`src/tmc_cfg.svh`:
```
// Purpose: offsets, field positions, reset values and counts for the timer block
// Assumes: byte addresses on a 32-bit Avalon-MM slave, one register per word
// Notes:   register contents are at most 8 bits wide in the low byte lane
`ifndef TMC_CFG_SVH
`define TMC_CFG_SVH

`define TMC_OFF_MODE     8'h00
`define TMC_OFF_CTRL     8'h04
`define TMC_OFF_LO0      8'h08
`define TMC_OFF_HI0      8'h0C
`define TMC_OFF_LO1      8'h10
`define TMC_OFF_HI1      8'h14
`define TMC_OFF_PORT     8'h18
`define TMC_OFF_ISTAT    8'h1C
`define TMC_OFF_IMASK    8'h20

`define TMC_MODE_LSB     0
`define TMC_CT_BIT       2
`define TMC_GATE_BIT     3
`define TMC_T1_SHIFT     4

`define TMC_TR0_BIT      4
`define TMC_TF0_BIT      5
`define TMC_TR1_BIT      6
`define TMC_TF1_BIT      7

`define TMC_TOG0_BIT     0
`define TMC_TOG1_BIT     1

`define TMC_RST_BYTE     8'h00
`define TMC_RST_PAIR     2'h0
`define TMC_RST_TOG      2'h3

`define TMC_MC_LAST      3'h5

`endif

```
`src/tmc_pkg.sv`:
```
// Purpose: shared types of the timer block
// Assumes: tmc_cfg.svh holds the numbers
// Notes:   mode codes follow the two-bit mode field
package tmc_pkg;

  typedef enum logic [1:0] {
    TMC_M13   = 2'h0,
    TMC_M16   = 2'h1,
    TMC_M8R   = 2'h2,
    TMC_SPLIT = 2'h3
  } tmc_mode_t;

endpackage

```
`src/tmc_tick_if.sv`:
```
// Purpose: machine-cycle tick and pin edge events between prescaler and timers
// Assumes: one clock domain
// Notes:   fall bits are only ever high together with tick
`timescale 1ns/1ns
`default_nettype none
interface tmc_tick_if;
  logic       tick;
  logic [1:0] pin;
  logic [1:0] fall;

  modport gen (input pin, output tick, output fall);
  modport use_side (output pin, input tick, input fall);
endinterface
`default_nettype wire

```
`src/tmc_timer.sv`:
```
// Purpose: two 8/13/16-bit timer/counters with Avalon-MM registers
// Assumes: i_clk is the 250 MHz CPU clock, pins synchronous to it
// Notes:   one wait state on every bus access
// Notes on behaviour
// - timer function adds one every machine cycle of six clocks
// - counter function samples pin per machine cycle, counts high-then-low
// - count appears one machine cycle after the edge was detected
// - each timer has own counter select bit and two-bit mode field
// - mode 0 counts 13 bits: high byte plus low five bits
// - overflow flag sets when count wraps from all ones, to zero or to the mode 2 reload value
// - count only when run set and gate clear or gate input high
// - setting run bit leaves the count bytes untouched
// - gate bit is mode bit 7 for timer 1, bit 3 for timer 0
// - mode 1 counts the full sixteen bits
// - mode 2 counts low byte, reloads it from high byte on overflow
// - timer 1 in mode 3 is halted like run bit clear
// - timer 0 mode 3: low byte own counter, high byte uses timer 1 run and flag
// - then timer 1 runs outside mode 3, stops in it, no interrupt flag
// - toggle enable inverts the timer's pin output on each overflow
// - pin output reads one after enabling until first overflow
//
// Our own choices: the address map and the Avalon-MM register port.
`timescale 1ns/1ns
`default_nettype none
`include "tmc_cfg.svh"
module tmc_timer
  import tmc_pkg::*;
(
  input  wire logic        i_clk,
  input  wire logic        i_reset,
  input  wire logic [7:0]  i_avs_address,
  input  wire logic        i_avs_read,
  input  wire logic        i_avs_write,
  input  wire logic [31:0] i_avs_writedata,
  input  wire logic [3:0]  i_avs_byteenable,
  output logic      [31:0] o_avs_readdata,
  output logic             o_avs_waitrequest,
  input  wire logic        i_count_pin_zero,
  input  wire logic        i_count_pin_one,
  output logic             o_count_pin_zero,
  output logic             o_count_pin_zero_oe_n,
  output logic             o_count_pin_one,
  output logic             o_count_pin_one_oe_n,
  input  wire logic        i_ext_gate_input_zero,
  input  wire logic        i_ext_gate_input_one,
  input  wire logic [1:0]  i_flag_ack,
  output logic             o_irq,
  output logic             o_baud_tick
);

  tmc_tick_if tif ();

  tmc_tick u_tick (
    .i_clk   (i_clk),
    .i_reset (i_reset),
    .tif     (tif)
  );

  assign tif.pin = {i_count_pin_one, i_count_pin_zero};

  logic [7:0] timer_mode_register;
  logic [1:0] run_control;
  logic [1:0] overflow_flag;
  logic [1:0] toggle_en;
  logic [1:0] toggle_lvl;
  logic [1:0] pin_oe_n;
  logic [1:0] irq_stat;
  logic [1:0] irq_mask;
  logic [1:0] ovf;
  logic [1:0] set_flag;
  logic       split;
  logic       hi_ovf;
  logic       bus_req;
  logic       bus_go;
  logic       wr;
  logic [7:0] wdata;

  assign bus_req = i_avs_read | i_avs_write;
  assign bus_go  = bus_req & ~o_avs_waitrequest;
  assign wr      = bus_go & i_avs_write & i_avs_byteenable[0];
  assign wdata   = i_avs_writedata[7:0];

  // one wait state: request seen, then released at the next edge
  always_ff @(posedge i_clk or posedge i_reset) begin
    if (i_reset) begin
      o_avs_waitrequest <= 1'b1;
    end else begin
      o_avs_waitrequest <= ~(bus_req & o_avs_waitrequest);
    end
  end

  assign split = (tmc_mode_t'(timer_mode_register[1:0]) == TMC_SPLIT);

  for (genvar i = 0; i < 2; i++) begin : g_tm
    localparam int SH = `TMC_MODE_LSB + i * `TMC_T1_SHIFT;
    localparam logic [7:0] A_LO = (i == 0) ? `TMC_OFF_LO0 : `TMC_OFF_LO1;
    localparam logic [7:0] A_HI = (i == 0) ? `TMC_OFF_HI0 : `TMC_OFF_HI1;
    logic [7:0]  lo;
    logic [7:0]  hi;
    logic [7:0]  next_lo;
    logic [7:0]  next_hi;
    logic [12:0] c13;
    logic [15:0] c16;
    tmc_mode_t   md;
    logic        ct;
    logic        gate;
    logic        gin;
    logic        run;
    logic        inc;
    logic        wr_lo;
    logic        wr_hi;

    assign md   = tmc_mode_t'(timer_mode_register[SH +: 2]);
    assign ct   = timer_mode_register[SH + `TMC_CT_BIT];
    assign gate = timer_mode_register[SH + `TMC_GATE_BIT];
    assign gin  = (i == 0) ? i_ext_gate_input_zero : i_ext_gate_input_one;
    if (i == 0) begin : g_run0
      assign run = run_control[0];
    end else begin : g_run1
      // under split the run bit belongs to the high byte of timer 0
      assign run = (split | run_control[1]) & (md != TMC_SPLIT);
    end
    assign inc   = run & (~gate | gin) & tif.tick & (~ct | tif.fall[i]);
    assign c13   = {hi, lo[4:0]};
    assign c16   = {hi, lo};
    assign wr_lo = wr & (i_avs_address == A_LO);
    assign wr_hi = wr & (i_avs_address == A_HI);

    always_comb begin
      next_lo = lo;
      next_hi = hi;
      ovf[i]  = 1'b0;
      if (inc) begin
        case (md)
          TMC_M13: begin
            {next_hi, next_lo[4:0]} = c13 + 13'h1;
            ovf[i] = (c13 == 13'h1FFF);
          end
          TMC_M16: begin
            {next_hi, next_lo} = c16 + 16'h1;
            ovf[i] = (c16 == 16'hFFFF);
          end
          TMC_M8R: begin
            next_lo = (lo == 8'hFF) ? hi : lo + 8'h1;
            ovf[i] = (lo == 8'hFF);
          end
          TMC_SPLIT: begin
            next_lo = lo + 8'h1;
            ovf[i] = (lo == 8'hFF);
          end
          default: begin
            next_lo = lo;
          end
        endcase
      end
      if (i == 0 && split && tif.tick && run_control[1]) begin
        next_hi = hi + 8'h1;
      end
    end

    // a write wins over counting in the same cycle
    always_ff @(posedge i_clk or posedge i_reset) begin
      if (i_reset) begin
        lo <= `TMC_RST_BYTE;
        hi <= `TMC_RST_BYTE;
      end else begin
        lo <= wr_lo ? wdata : next_lo;
        hi <= wr_hi ? wdata : next_hi;
      end
    end
  end

  assign hi_ovf   = split & tif.tick & run_control[1] & (g_tm[0].hi == 8'hFF);
  // timer 1 loses its flag while timer 0 is split
  assign set_flag = {split ? hi_ovf : ovf[1], ovf[0]};

  always_ff @(posedge i_clk or posedge i_reset) begin
    if (i_reset) begin
      timer_mode_register <= `TMC_RST_BYTE;
    end else if (wr && i_avs_address == `TMC_OFF_MODE) begin
      timer_mode_register <= wdata;
    end
  end

  // run bits only gate counting, the bytes are not cleared
  always_ff @(posedge i_clk or posedge i_reset) begin
    if (i_reset) begin
      run_control   <= `TMC_RST_PAIR;
      overflow_flag <= `TMC_RST_PAIR;
    end else if (wr && i_avs_address == `TMC_OFF_CTRL) begin
      run_control   <= {wdata[`TMC_TR1_BIT], wdata[`TMC_TR0_BIT]};
      overflow_flag <= {wdata[`TMC_TF1_BIT], wdata[`TMC_TF0_BIT]} | set_flag;
    end else begin
      overflow_flag <= (overflow_flag & ~i_flag_ack) | set_flag;
    end
  end

  always_ff @(posedge i_clk or posedge i_reset) begin
    if (i_reset) begin
      toggle_en  <= `TMC_RST_PAIR;
      toggle_lvl <= `TMC_RST_TOG;
      pin_oe_n   <= `TMC_RST_TOG;
    end else begin
      if (wr && i_avs_address == `TMC_OFF_PORT) begin
        toggle_en <= {wdata[`TMC_TOG1_BIT], wdata[`TMC_TOG0_BIT]};
        // kept as its own flop so the enable pins leave straight from a register
        pin_oe_n  <= ~{wdata[`TMC_TOG1_BIT], wdata[`TMC_TOG0_BIT]};
      end
      for (int k = 0; k < 2; k++) begin
        if (wr && i_avs_address == `TMC_OFF_PORT && wdata[k] && !toggle_en[k]) begin
          toggle_lvl[k] <= 1'b1;
        end else if (toggle_en[k] && ovf[k]) begin
          toggle_lvl[k] <= ~toggle_lvl[k];
        end
      end
    end
  end

  assign o_count_pin_zero      = toggle_lvl[0];
  assign o_count_pin_one       = toggle_lvl[1];
  assign o_count_pin_zero_oe_n = pin_oe_n[0];
  assign o_count_pin_one_oe_n  = pin_oe_n[1];

  // set wins over the write-one clear
  always_ff @(posedge i_clk or posedge i_reset) begin
    if (i_reset) begin
      irq_stat <= `TMC_RST_PAIR;
      irq_mask <= `TMC_RST_PAIR;
      o_irq    <= 1'b0;
    end else begin
      if (wr && i_avs_address == `TMC_OFF_ISTAT) begin
        irq_stat <= (irq_stat & ~wdata[1:0]) | set_flag;
      end else begin
        irq_stat <= irq_stat | set_flag;
      end
      if (wr && i_avs_address == `TMC_OFF_IMASK) begin
        irq_mask <= wdata[1:0];
      end
      o_irq <= |(irq_stat & irq_mask);
    end
  end

  always_ff @(posedge i_clk or posedge i_reset) begin
    if (i_reset) begin
      o_baud_tick <= 1'b0;
    end else begin
      o_baud_tick <= ovf[1];
    end
  end

  always_ff @(posedge i_clk or posedge i_reset) begin
    if (i_reset) begin
      o_avs_readdata <= 32'h0;
    end else if (bus_req && o_avs_waitrequest && i_avs_read) begin
      case (i_avs_address)
        `TMC_OFF_MODE:  o_avs_readdata <= {24'h0, timer_mode_register};
        `TMC_OFF_CTRL:  o_avs_readdata <= {24'h0, overflow_flag[1], run_control[1],
                                           overflow_flag[0], run_control[0], 4'h0};
        `TMC_OFF_LO0:   o_avs_readdata <= {24'h0, g_tm[0].lo};
        `TMC_OFF_HI0:   o_avs_readdata <= {24'h0, g_tm[0].hi};
        `TMC_OFF_LO1:   o_avs_readdata <= {24'h0, g_tm[1].lo};
        `TMC_OFF_HI1:   o_avs_readdata <= {24'h0, g_tm[1].hi};
        `TMC_OFF_PORT:  o_avs_readdata <= {30'h0, toggle_en};
        `TMC_OFF_ISTAT: o_avs_readdata <= {30'h0, irq_stat};
        `TMC_OFF_IMASK: o_avs_readdata <= {30'h0, irq_mask};
        default:        o_avs_readdata <= 32'h0;
      endcase
    end
  end

  logic quiet0;
  logic quiet1;
  assign quiet0 = ~(g_tm[0].wr_lo | g_tm[0].wr_hi);
  assign quiet1 = ~(g_tm[1].wr_lo | g_tm[1].wr_hi);
endmodule
`default_nettype wire

```
`src/tmc_tick.sv`:
```
// Purpose: machine-cycle prescaler and count-pin falling edge detection
// Assumes: pins synchronous to i_clk
// Notes:   edge seen in one machine cycle is reported at the next tick
`timescale 1ns/1ns
`default_nettype none
`include "tmc_cfg.svh"
module tmc_tick
  import tmc_pkg::*;
(
  input  wire logic i_clk,
  input  wire logic i_reset,
  tmc_tick_if.gen   tif
);

  logic [2:0] mc_cnt;
  logic [1:0] smp;
  logic [1:0] prv;

  always_ff @(posedge i_clk or posedge i_reset) begin
    if (i_reset) begin
      mc_cnt <= 3'h0;
    end else if (mc_cnt == `TMC_MC_LAST) begin
      mc_cnt <= 3'h0;
    end else begin
      mc_cnt <= mc_cnt + 3'h1;
    end
  end

  assign tif.tick = (mc_cnt == `TMC_MC_LAST);

  // one sample per machine cycle, so edges shorter than that may be missed
  always_ff @(posedge i_clk or posedge i_reset) begin
    if (i_reset) begin
      smp <= 2'h0;
      prv <= 2'h0;
    end else if (tif.tick) begin
      smp <= tif.pin;
      prv <= smp;
    end
  end

  // reported one tick after the low sample: two machine cycles per edge
  assign tif.fall = {2{tif.tick}} & prv & ~smp;

endmodule
`default_nettype wire

```
`config.mk`:
```
export PLATFORM = sky130hd
export DESIGN_NAME = tmc_timer
export DESIGN_NICKNAME = d
export VERILOG_FILES = /design/src/tmc_pkg.sv /design/src/tmc_tick_if.sv /design/src/tmc_timer.sv /design/src/tmc_tick.sv
export VERILOG_INCLUDE_DIRS = /design/src
export SDC_FILE = /design/constraint.sdc
export NUM_CORES = 1
export LEC_CHECK = 0
export BUFFER_PORTS_ARGS = -buffer_cell sky130_fd_sc_hd__buf_2
export CORE_ASPECT_RATIO = 0.6
export CORE_MARGIN = 4
export CORE_UTILIZATION = 35
export DETAILED_ROUTE_END_ITERATION = 7
export PLACE_DENSITY_LB_ADDON = 0.1
export SYNTH_ARGS = -nofsm -noshare
export SYNTH_HDL_FRONTEND = slang
export SYNTH_HIERARCHICAL = 1
export SYNTH_SLANG_ARGS = --single-unit
export TNS_END_PERCENT = 100
```
`constraint.sdc`:
```
create_clock -name i_clk -period 3.2 [get_ports i_clk]
set_input_delay 0.32 -clock i_clk [delete_from_list [all_inputs] [get_ports i_clk]]
set_output_delay 0.32 -clock i_clk [all_outputs]
set_load 0.1 [all_outputs]
```
# Yosys cells after proc, flatten, opt, wreduce, memory -nomap -nowiden
# Cells that the tools add are included.
# totals
register_bits,96
input_bits,54
out_inout_bits,39
word_cells,164
# classes
addsub,8
eq_ne,23
muxes,30
n_bitwise,44
reduce_logical,37
# op_table
op,count
2-to-1 mux 8 bit,11
case mux 8 bit (9 select lines),1
case mux 5 bit (4 select lines),2
"adder 16 x 1 -> 16 bit, second input constant",2
"equality test 16 bit, second input constant",2
"equality test 8 x 5 -> 1 bit, second input constant",4
case mux 8 bit (2 select lines),2
"adder 13 x 1 -> 13 bit, second input constant",2
"equality test 13 bit, second input constant",2
"adder 8 x 1 -> 8 bit, second input constant",3
"equality test 8 bit, second input constant",3
AND 1 bit,18
case mux 3 bit (3 select lines),2
"equality test 8 x 4 -> 1 bit, second input constant",2
logical AND 1 bit,15
nonzero test 4 bit,3
AND 2 bit,5
nonzero test 2 bit,5
"equality test 2 bit, second input constant",4
"equality test 8 x 3 -> 1 bit, second input constant",1
"equality test 8 x 6 -> 1 bit, second input constant",1
zero test 8 bit,1
NOT 1 bit,8
bitwise OR 2 bit,4
15 further kinds,39

# Logic depth before layout (Yosys ltp)
# Gate-level depths: netlist (run 1).
# logic_depth
ltp_word,10
depth_mapped,8
depth_no_buf,7

# Modules after synthesis
# The synthesis (run 1) kept the hierarchy.
# by_module_without_submodules
module,n_inst,cells_each,area_each_um2
tmc_timer,1,529,4593.2
tmc_tick,1,21,310.3

# Least setup slack after synthesis (run 1)
# OpenSTA, ideal clock, no wires.
# synth_timing
path_type,reg-to-reg
startpoint,register u_tick.mc_cnt[1]
endpoint,register g_tm[0].lo[5]
setup_ps,82
arrival_time_ps,2319
required_time_ps,3118
setup_slack_ps,799
path_stages_with_launch,9
path_buffers,1
period_less_slack_ps,2401
cell_sequence,dfrtp_1 nand3b_4 nor3b_1 nor2b_4 or3_1 clkbuf_2 or4_1 a22o_1 a31oi_1
# synth_via
elab_chain_len,7
elab_cells_between_ends,8
classes_between,1 x eq/ne; 5 x bitwise; 2 x reduce/logical
# synth_rtl
element,line,source
"start, declared",tmc_tick.sv:15,logic [2:0] mc_cnt;
"start signal, assigned",tmc_tick.sv:25,mc_cnt <= mc_cnt + 3'h1;
equality test 3 bit (no line),n/a,
AND 2 bit (2 in series),tmc_tick.sv:43,assign tif.fall = {2{tif.tick}} & prv & ~smp;
via tif.fall[0],tmc_tick_if.sv:9,logic [1:0] fall;
bitwise OR 1 bit,tmc_timer.sv:123,assign inc = run & (~gate | gin) & tif.tick & (~ct | tif.fall[i]);
AND 1 bit,tmc_timer.sv:123,
nonzero test 2 bit (no line),n/a,
AND reduction 2 bit (no line),n/a,
"end signal, assigned",tmc_timer.sv:164,lo <= `TMC_RST_BYTE;
"end signal, assigned",tmc_timer.sv:167,lo <= wr_lo ? wdata : next_lo;
"end, declared",tmc_timer.sv:98,logic [7:0] lo;
# The timed path passes the listed nets, and every way through them passes these cells.
# A chain may end at the register's enable or synchronous reset.

# Worst setup path after layout (run 1)
# layout_timing
startpoint,register u_tick.mc_cnt[1]
endpoint,register g_tm[0].hi[7]
# layout_via
elab_chain_len,7
elab_cells_between_ends,13
classes_between,1 x eq/ne; 2 x mux; 5 x bitwise; 5 x reduce/logical
# layout_rtl
element,line,source
equality test 3 bit (no line),n/a,
AND 2 bit (2 in series),tmc_tick.sv:43,
via tif.fall[0],tmc_tick_if.sv:9,
bitwise OR 1 bit,tmc_timer.sv:123,
AND 1 bit,tmc_timer.sv:123,
nonzero test 3 bit (no line),n/a,
AND reduction 2 bit (no line),n/a,
"end signal, assigned",tmc_timer.sv:165,hi <= `TMC_RST_BYTE;
"end signal, assigned",tmc_timer.sv:168,hi <= wr_hi ? wdata : next_hi;
"end, declared",tmc_timer.sv:99,logic [7:0] hi;
# The timed path passes the listed nets, and every way through them passes these cells.

==> flow_metrics.tcl, run 1 <==
set metrics [dict create \
    via_per_inst 5.773 \
    ys_top_cells_by_area "dfrtp_1 34%, nand2_1 4.0%, mux2_2 3.9%" \
    tightestPinTransition_ps 955.6 \
    grt_pass1_vias 4118 \
    final_cell_count_no_fill 787 \
    syn_area_um2 4903 \
    outcome "finished clean" \
    cts_made_buffers 9 \
    maxCapViolCount 0 \
    timing.final.crit_share 0.8356 \
    synth_seq_cells 72 \
    finalWirelength_um 16630 \
    clock_latency_ps 350 \
    clk_path_buf_depth 2 \
    drc 0 \
    max_stage_delay_ps 560 \
    critical_path.max_fanout 7 \
    final_cell_mix "67 x dfrtp_1, 52 x nand2_1, 41 x buf_2" \
    drv_slew 0 \
    cts_tree "built" \
    hold_violations 0 \
    slew_headroom 0.3570 \
    io_buffers 41 \
    wl_per_cell_um 21.13 \
    h-tree-depth 3 \
    cts_sinks 72 \
    yosysTopAreaCell "dfrtp_1" \
    dpl.cell_count 770 \
    antenna_found_initial 0 \
    dr.pass1.iters 5 \
    synth-async-reset-ratio 1.000 \
    yosysSeqAreaShare 0.3687 \
    synth.distinct_cells 70 \
    io_pins 93 \
    gp_congestion 0.9757 \
    fillCellCount 1372 \
    syn_to_final_growth_pct 13.19 \
    synth_edf_count 0 \
    hpwl_um 12680 \
    vdd_ir_drop_max_v 0.0002229 \
    ant_nets 0 \
    yosysTopAreaCellShare 0.3419 \
    rsz0062_at_grt "false" \
    ys.flop_type "dfrtp_1" \
    yosys_warnings 6 \
    clkTransAtPathRegs_ps 60 \
    syn_avg_cell_area_um2 8.915 \
    drt_iter0_markers 479 \
    nets 655 \
    path_cells "nand3b_4 > nor3b_1 > nor2b_4 > o41ai_1 > o211ai_1 > or3_1 > a31oi_1" \
    cp_num_buf_inv 0 \
    crit_required_ps 3460 \
    fmax_mhz 374.0 \
    clockRootBuffer "clkbuf_16" \
    post-cts-setup-buffers 0 \
    cp.arrival_ps 2940 \
    die_w_um 160.8 \
    grt_overflow_total 0 \
    finClkSkew_ps 13.65 \
    hold_class "primary input to flop" \
    vias 4543 \
    powerDensity_nw_per_um2 426.0 \
    die_h_um 99.69 \
    initial_core_util 0.3588 \
    endpoint_kind "flop" \
    core_area_um2 13670 \
    floorplan.rows 33 \
    die_area_um2 16030 \
    grt_start_max_net_pins 43 \
    multi_input_area_um2 2818 \
    cpLargestDelayFamily "simple AND/OR/NAND/NOR gates" \
    grt_pass1_wl_um 25590 \
    final_common_cell "dfrtp_1" \
    setup_viol 0 \
    criticalPathCategory "flop to flop" \
    fin_crit_ps 2674 \
    leakagePower_uw 0.002355 \
    diodes 0 \
    tns_ps 0 \
    final_area_um2 5550 \
    synth_cells 550 \
    critPathLaunchType "flop" \
    cp_slowest_cell "o41ai_1" \
    regArea_um2 1808 \
    grt.total_usage 0.2091 \
    drive_above_1_share 0.1798 \
    dpl_cell_area_um2 5236 \
]
==> cell type report <==
class	count	area share
clock buffer	9	0.04058
clock inverter	7	0.01420
inverter	22	0.01488
multi-input combinational	432	0.5077
sequential	72	0.3257
tap	192	0.04328
timing repair buffer	53	0.05365
==> path summary, 6_finish.rpt <==
kind | end | slack, ps | from | cells past startpoint
setup reg to reg | g_tm[0].hi[7] | 530 | u_tick/mc_cnt[1] | 7
max in group asynchronous | o_avs_readdata[1] | 2090 | i_reset | 4
hold reg to reg | o_avs_readdata[0] | 470 | o_avs_readdata[0] | 2
min in group asynchronous | u_tick/smp[0] | 440 | i_reset | 3
setup / recovery | g_tm[0].hi[7] | 530 | u_tick/mc_cnt[1] | 7
hold / removal | o_avs_waitrequest | 140 | i_avs_read | 2
==> synth_stat cells (all sizes together) (12+ instances only) <==
master	n
nand2	53
buf	33
a21oi	19
nand3	34
inv	22
nor3	13
mux2	21
a31oi	12
clkbuf	14
o21ai	32
dfrtp	67
nor2	36
==> registers in the layout, summed over array words and instances (netlist names) <==
signal,cells
irq_stat,2
toggle_lvl,2
irq_mask,2
g_tm.lo,16
g_tm.hi,16
timer_mode_register,8
o_irq,1
u_tick/mc_cnt,3
u_tick/prv,2
o_baud_tick,1
toggle_en,2
o_avs_waitrequest,1
u_tick/smp,2
pin_oe_n,2
overflow_flag,2
o_avs_readdata,8
run_control,2
==> what timing repair did <==
action	CTS	global route
endpoints found under the hold margin	7	0
gates resized for setup	0	0
hold buffers	1	0
==> kinds of logic (layout without fill, tap and decap cells) <==
kind of cell / count (synthesis) / after routing / synth area share
simple gates: 212 / 212 / 0.2314
other cells: 1 / 24 / 0.0007648
xor+xnor: 13 / 13 / 0.02322
compound gates: 144 / 144 / 0.2054
fa+ha+maj: 11 / 11 / 0.02807
mux: 28 / 28 / 0.06813
buf+inv: 69 / 91 / 0.07425
flops: 72 / 72 / 0.3687
==> layer usage <==
metal / wire length [um] / track usage
met1: 8527 / 0.3478
met2: 6382 / 0.2707
met3: 1593 / 0.04679
met4: 128 / 0.03342
met5: 0 / 0
==> metrics by stage <==
stage                     utilization  setup WS (ps)  total power, uW  hold slack (ps)
after global placement         0.3831          630.8             1322            270.6
after detailed placement       0.3831          579.8             1322            266.7
after global routing           0.4061          290.8             2444            172.0
after floorplan                     -          799.5             1261            123.4
final                          0.4061          526.2             2364            135.1
after CTS                      0.4061          539.6             2385            131.5
==> power breakdown <==
| group | internal [uW] | total [uW] | switching [uW] |
|---|---|---|---|
| combinational | 62.0 | 333 | 271 |
| clock | 611 | 1060 | 446 |
| sequential | 938 | 975 | 37.2 |
| total | 1610 | 2360 | 753 |
No activity file was read; power rests on OpenSTA's default activity.
==> run 2, diff against run 1 <==
clock period = 2.4 ns   (was 3.2 ns; I/O delays follow)
==> run 2 against run 1 <==
Compared with the run above: cell count rose by 4.1%; combinational power rose by 45%; register-to-register slack got worse by 430 ps; critical path type unchanged; sequential cell count did not move; largest cell class unchanged; via count rose by 4.4%; power rose by 43%.
==> flow_metrics.tcl, run 2 (synthesis results as in run 1) <==
set metrics [dict create \
    outcome "finished clean" \
    slew_headroom 0.5833 \
    vias 4741 \
    critical_path.max_fanout 6 \
    hold_class "primary input to flop" \
    tightestPinTransition_ps 624.2 \
    tns_ps 0 \
    grt.total_usage 0.2151 \
    critPathLaunchType "flop" \
    setup_viol 0 \
    clockRootBuffer "clkbuf_16" \
    final_cell_mix "67 x dfrtp_1, 52 x nand2_1, 42 x buf_4" \
    hold_depth 2 \
    core_area_um2 13670 \
    rsz0062_at_grt "false" \
    post-cts-setup-buffers 0 \
    timing.final.crit_share 0.9615 \
    clkTransAtPathRegs_ps 60 \
    cts_tree "built" \
    vdd_ir_drop_max_v 0.0003231 \
    worst-r2r-cell-count 6 \
    diodes 0 \
    r2r_start "timer_mode_register[4]" \
    finClkSkew_ps 4.548 \
    grt_pass1_wl_um 26590 \
    grt_overflow_total 0 \
    antenna_found_initial 0 \
    path_cells "inv_1 > ha_1 > nor4_1 > nor4_2 > a22o_1 > a311o_1" \
    dpl.cell_count 802 \
    nets 687 \
    initial_core_util 0.3588 \
    drt_iter0_markers 482 \
    cts_sinks 72 \
    pre_cts_slack_ps 79.47 \
    fmax_mhz 433.3 \
    final_cell_count_no_fill 819 \
    die_h_um 99.69 \
    reg2reg_to "overflow_flag[1]" \
    via_per_inst 5.789 \
    drc 0 \
    fin_util 0.4307 \
    cts_made_buffers 9 \
    finalWirelength_um 17110 \
    h-tree-depth 3 \
    endpoint_kind "flop" \
    io_pins 93 \
    grt_start_max_net_pins 41 \
    wl_per_cell_um 20.89 \
    leakagePower_uw 0.002570 \
    hpwl_um 13110 \
    die_w_um 160.8 \
    r2r_setup_slack_ps 90 \
    drv_slew 0 \
    fin_crit_ps 2308 \
    final_common_cell "dfrtp_1" \
    worst_slack_ps 92.37 \
    crit_required_ps 2620 \
    syn_to_final_growth_pct 20.06 \
    hold-path-endpoint "o_avs_waitrequest" \
    drive_above_1_share 0.2281 \
    cp.arrival_ps 2530 \
    dr.pass1.iters 6 \
    clk_path_buf_depth 2 \
    io_buffers 41 \
    criticalPathCategory "flop to flop" \
    cp_slowest_cell "nor4_1" \
    powerDensity_nw_per_um2 573.1 \
    maxCapViolCount 0 \
    die_area_um2 16030 \
    min-delay-start "i_avs_read" \
    top_regs "g_tm.hi (16), g_tm.lo (16)" \
    clock_latency_ps 340 \
    gp_congestion 0.9345 \
    ant_nets 0 \
    grt_pass1_vias 4376 \
    max_stage_delay_ps 560 \
    hold_violations 0 \
    floorplan.rows 33 \
]
-- run 2: cell types whose count changed in the layout (fill, tap and decap cells not counted), moves of 2 or more --
cell	before	now
buf_4	11	42
a2111oi_0	4	1
a2111oi_1	0	2
bufinv_16	1	3
clkbuf_8	0	2
clkinvlp_4	3	1
inv_6	2	0
nor3b_1	4	2
-- run 2: per-stage QoR --
| step | cell area [um2] | power [uW] | hold WS, ps |
|---|---|---|---|
| finish | 5887 | 3374 | 75.90 |
| global route | 5887 | 3494 | 73.12 |
| CTS | 5859 | 3413 | 74.53 |
| detailed placement | 5494 | 1785 | 197.8 |
| global placement | 5494 | 1783 | 193.0 |
| floorplan | 4995 | 1682 | 43.40 |
-- run 2: timing repair --
action | CTS | global route
hold buffers | 1 | 0
endpoints found under the setup margin | 0 | 11
endpoints found under the hold margin | 7 | 0
gates resized for setup | 0 | 7
-- run 2: how the worst max path moves through the flow --
stage	from	endpoint	slack (ps)	cells after the start
final	timer_mode_register[4]	overflow_flag[1]	90	6
after global routing	timer_mode_register[1]	overflow_flag[0]	3	7
after CTS	u_tick/mc_cnt[1]	g_tm[0].hi[7]	60	7
after detailed placement	u_tick/mc_cnt[1]	g_tm[0].hi[7]	80	7
after global placement	u_tick/mc_cnt[1]	g_tm[1].hi[6]	60	8
after floorplan	u_tick/mc_cnt[1]	g_tm[0].lo[5]	100	8
-- run 2: layer usage --
metal  track usage  vias to the layer above  wire, um
met2        0.2879                      226      6560
met3       0.05839                       12      1676
met4       0.02752                        0        99
li1              -                     2168         -
met5             0                        -         0
met1        0.3465                     2335      8775
-- run 2: worst max-delay path: cells and delay by family, from the launching register on --
kind	cells	cell delay [ps]
flip-flops	1	450
AO/OA/AOI/OAI	2	650
buffers and inverters	1	110
AND/OR/NAND/NOR	2	700
adder cells (fa/ha/maj)	1	280
-- run 2: where the power goes --
| part | total, uW | switching [uW] | internal [uW] |
|---|---|---|---|
| Combinational | 483 | 385 | 98.0 |
| Clock | 1600 | 533 | 1070 |
| Sequential | 1290 | 36.5 | 1250 |
-- run 2: area by class of cell --
class	count	area, um2
clock buffer	11	252.7
clock inverter	5	102.6
fill	1362	7780
inverter	22	82.58
multi-input combinational	432	2850
sequential	72	1808
tap	192	240.2
timing repair buffer	85	550.5
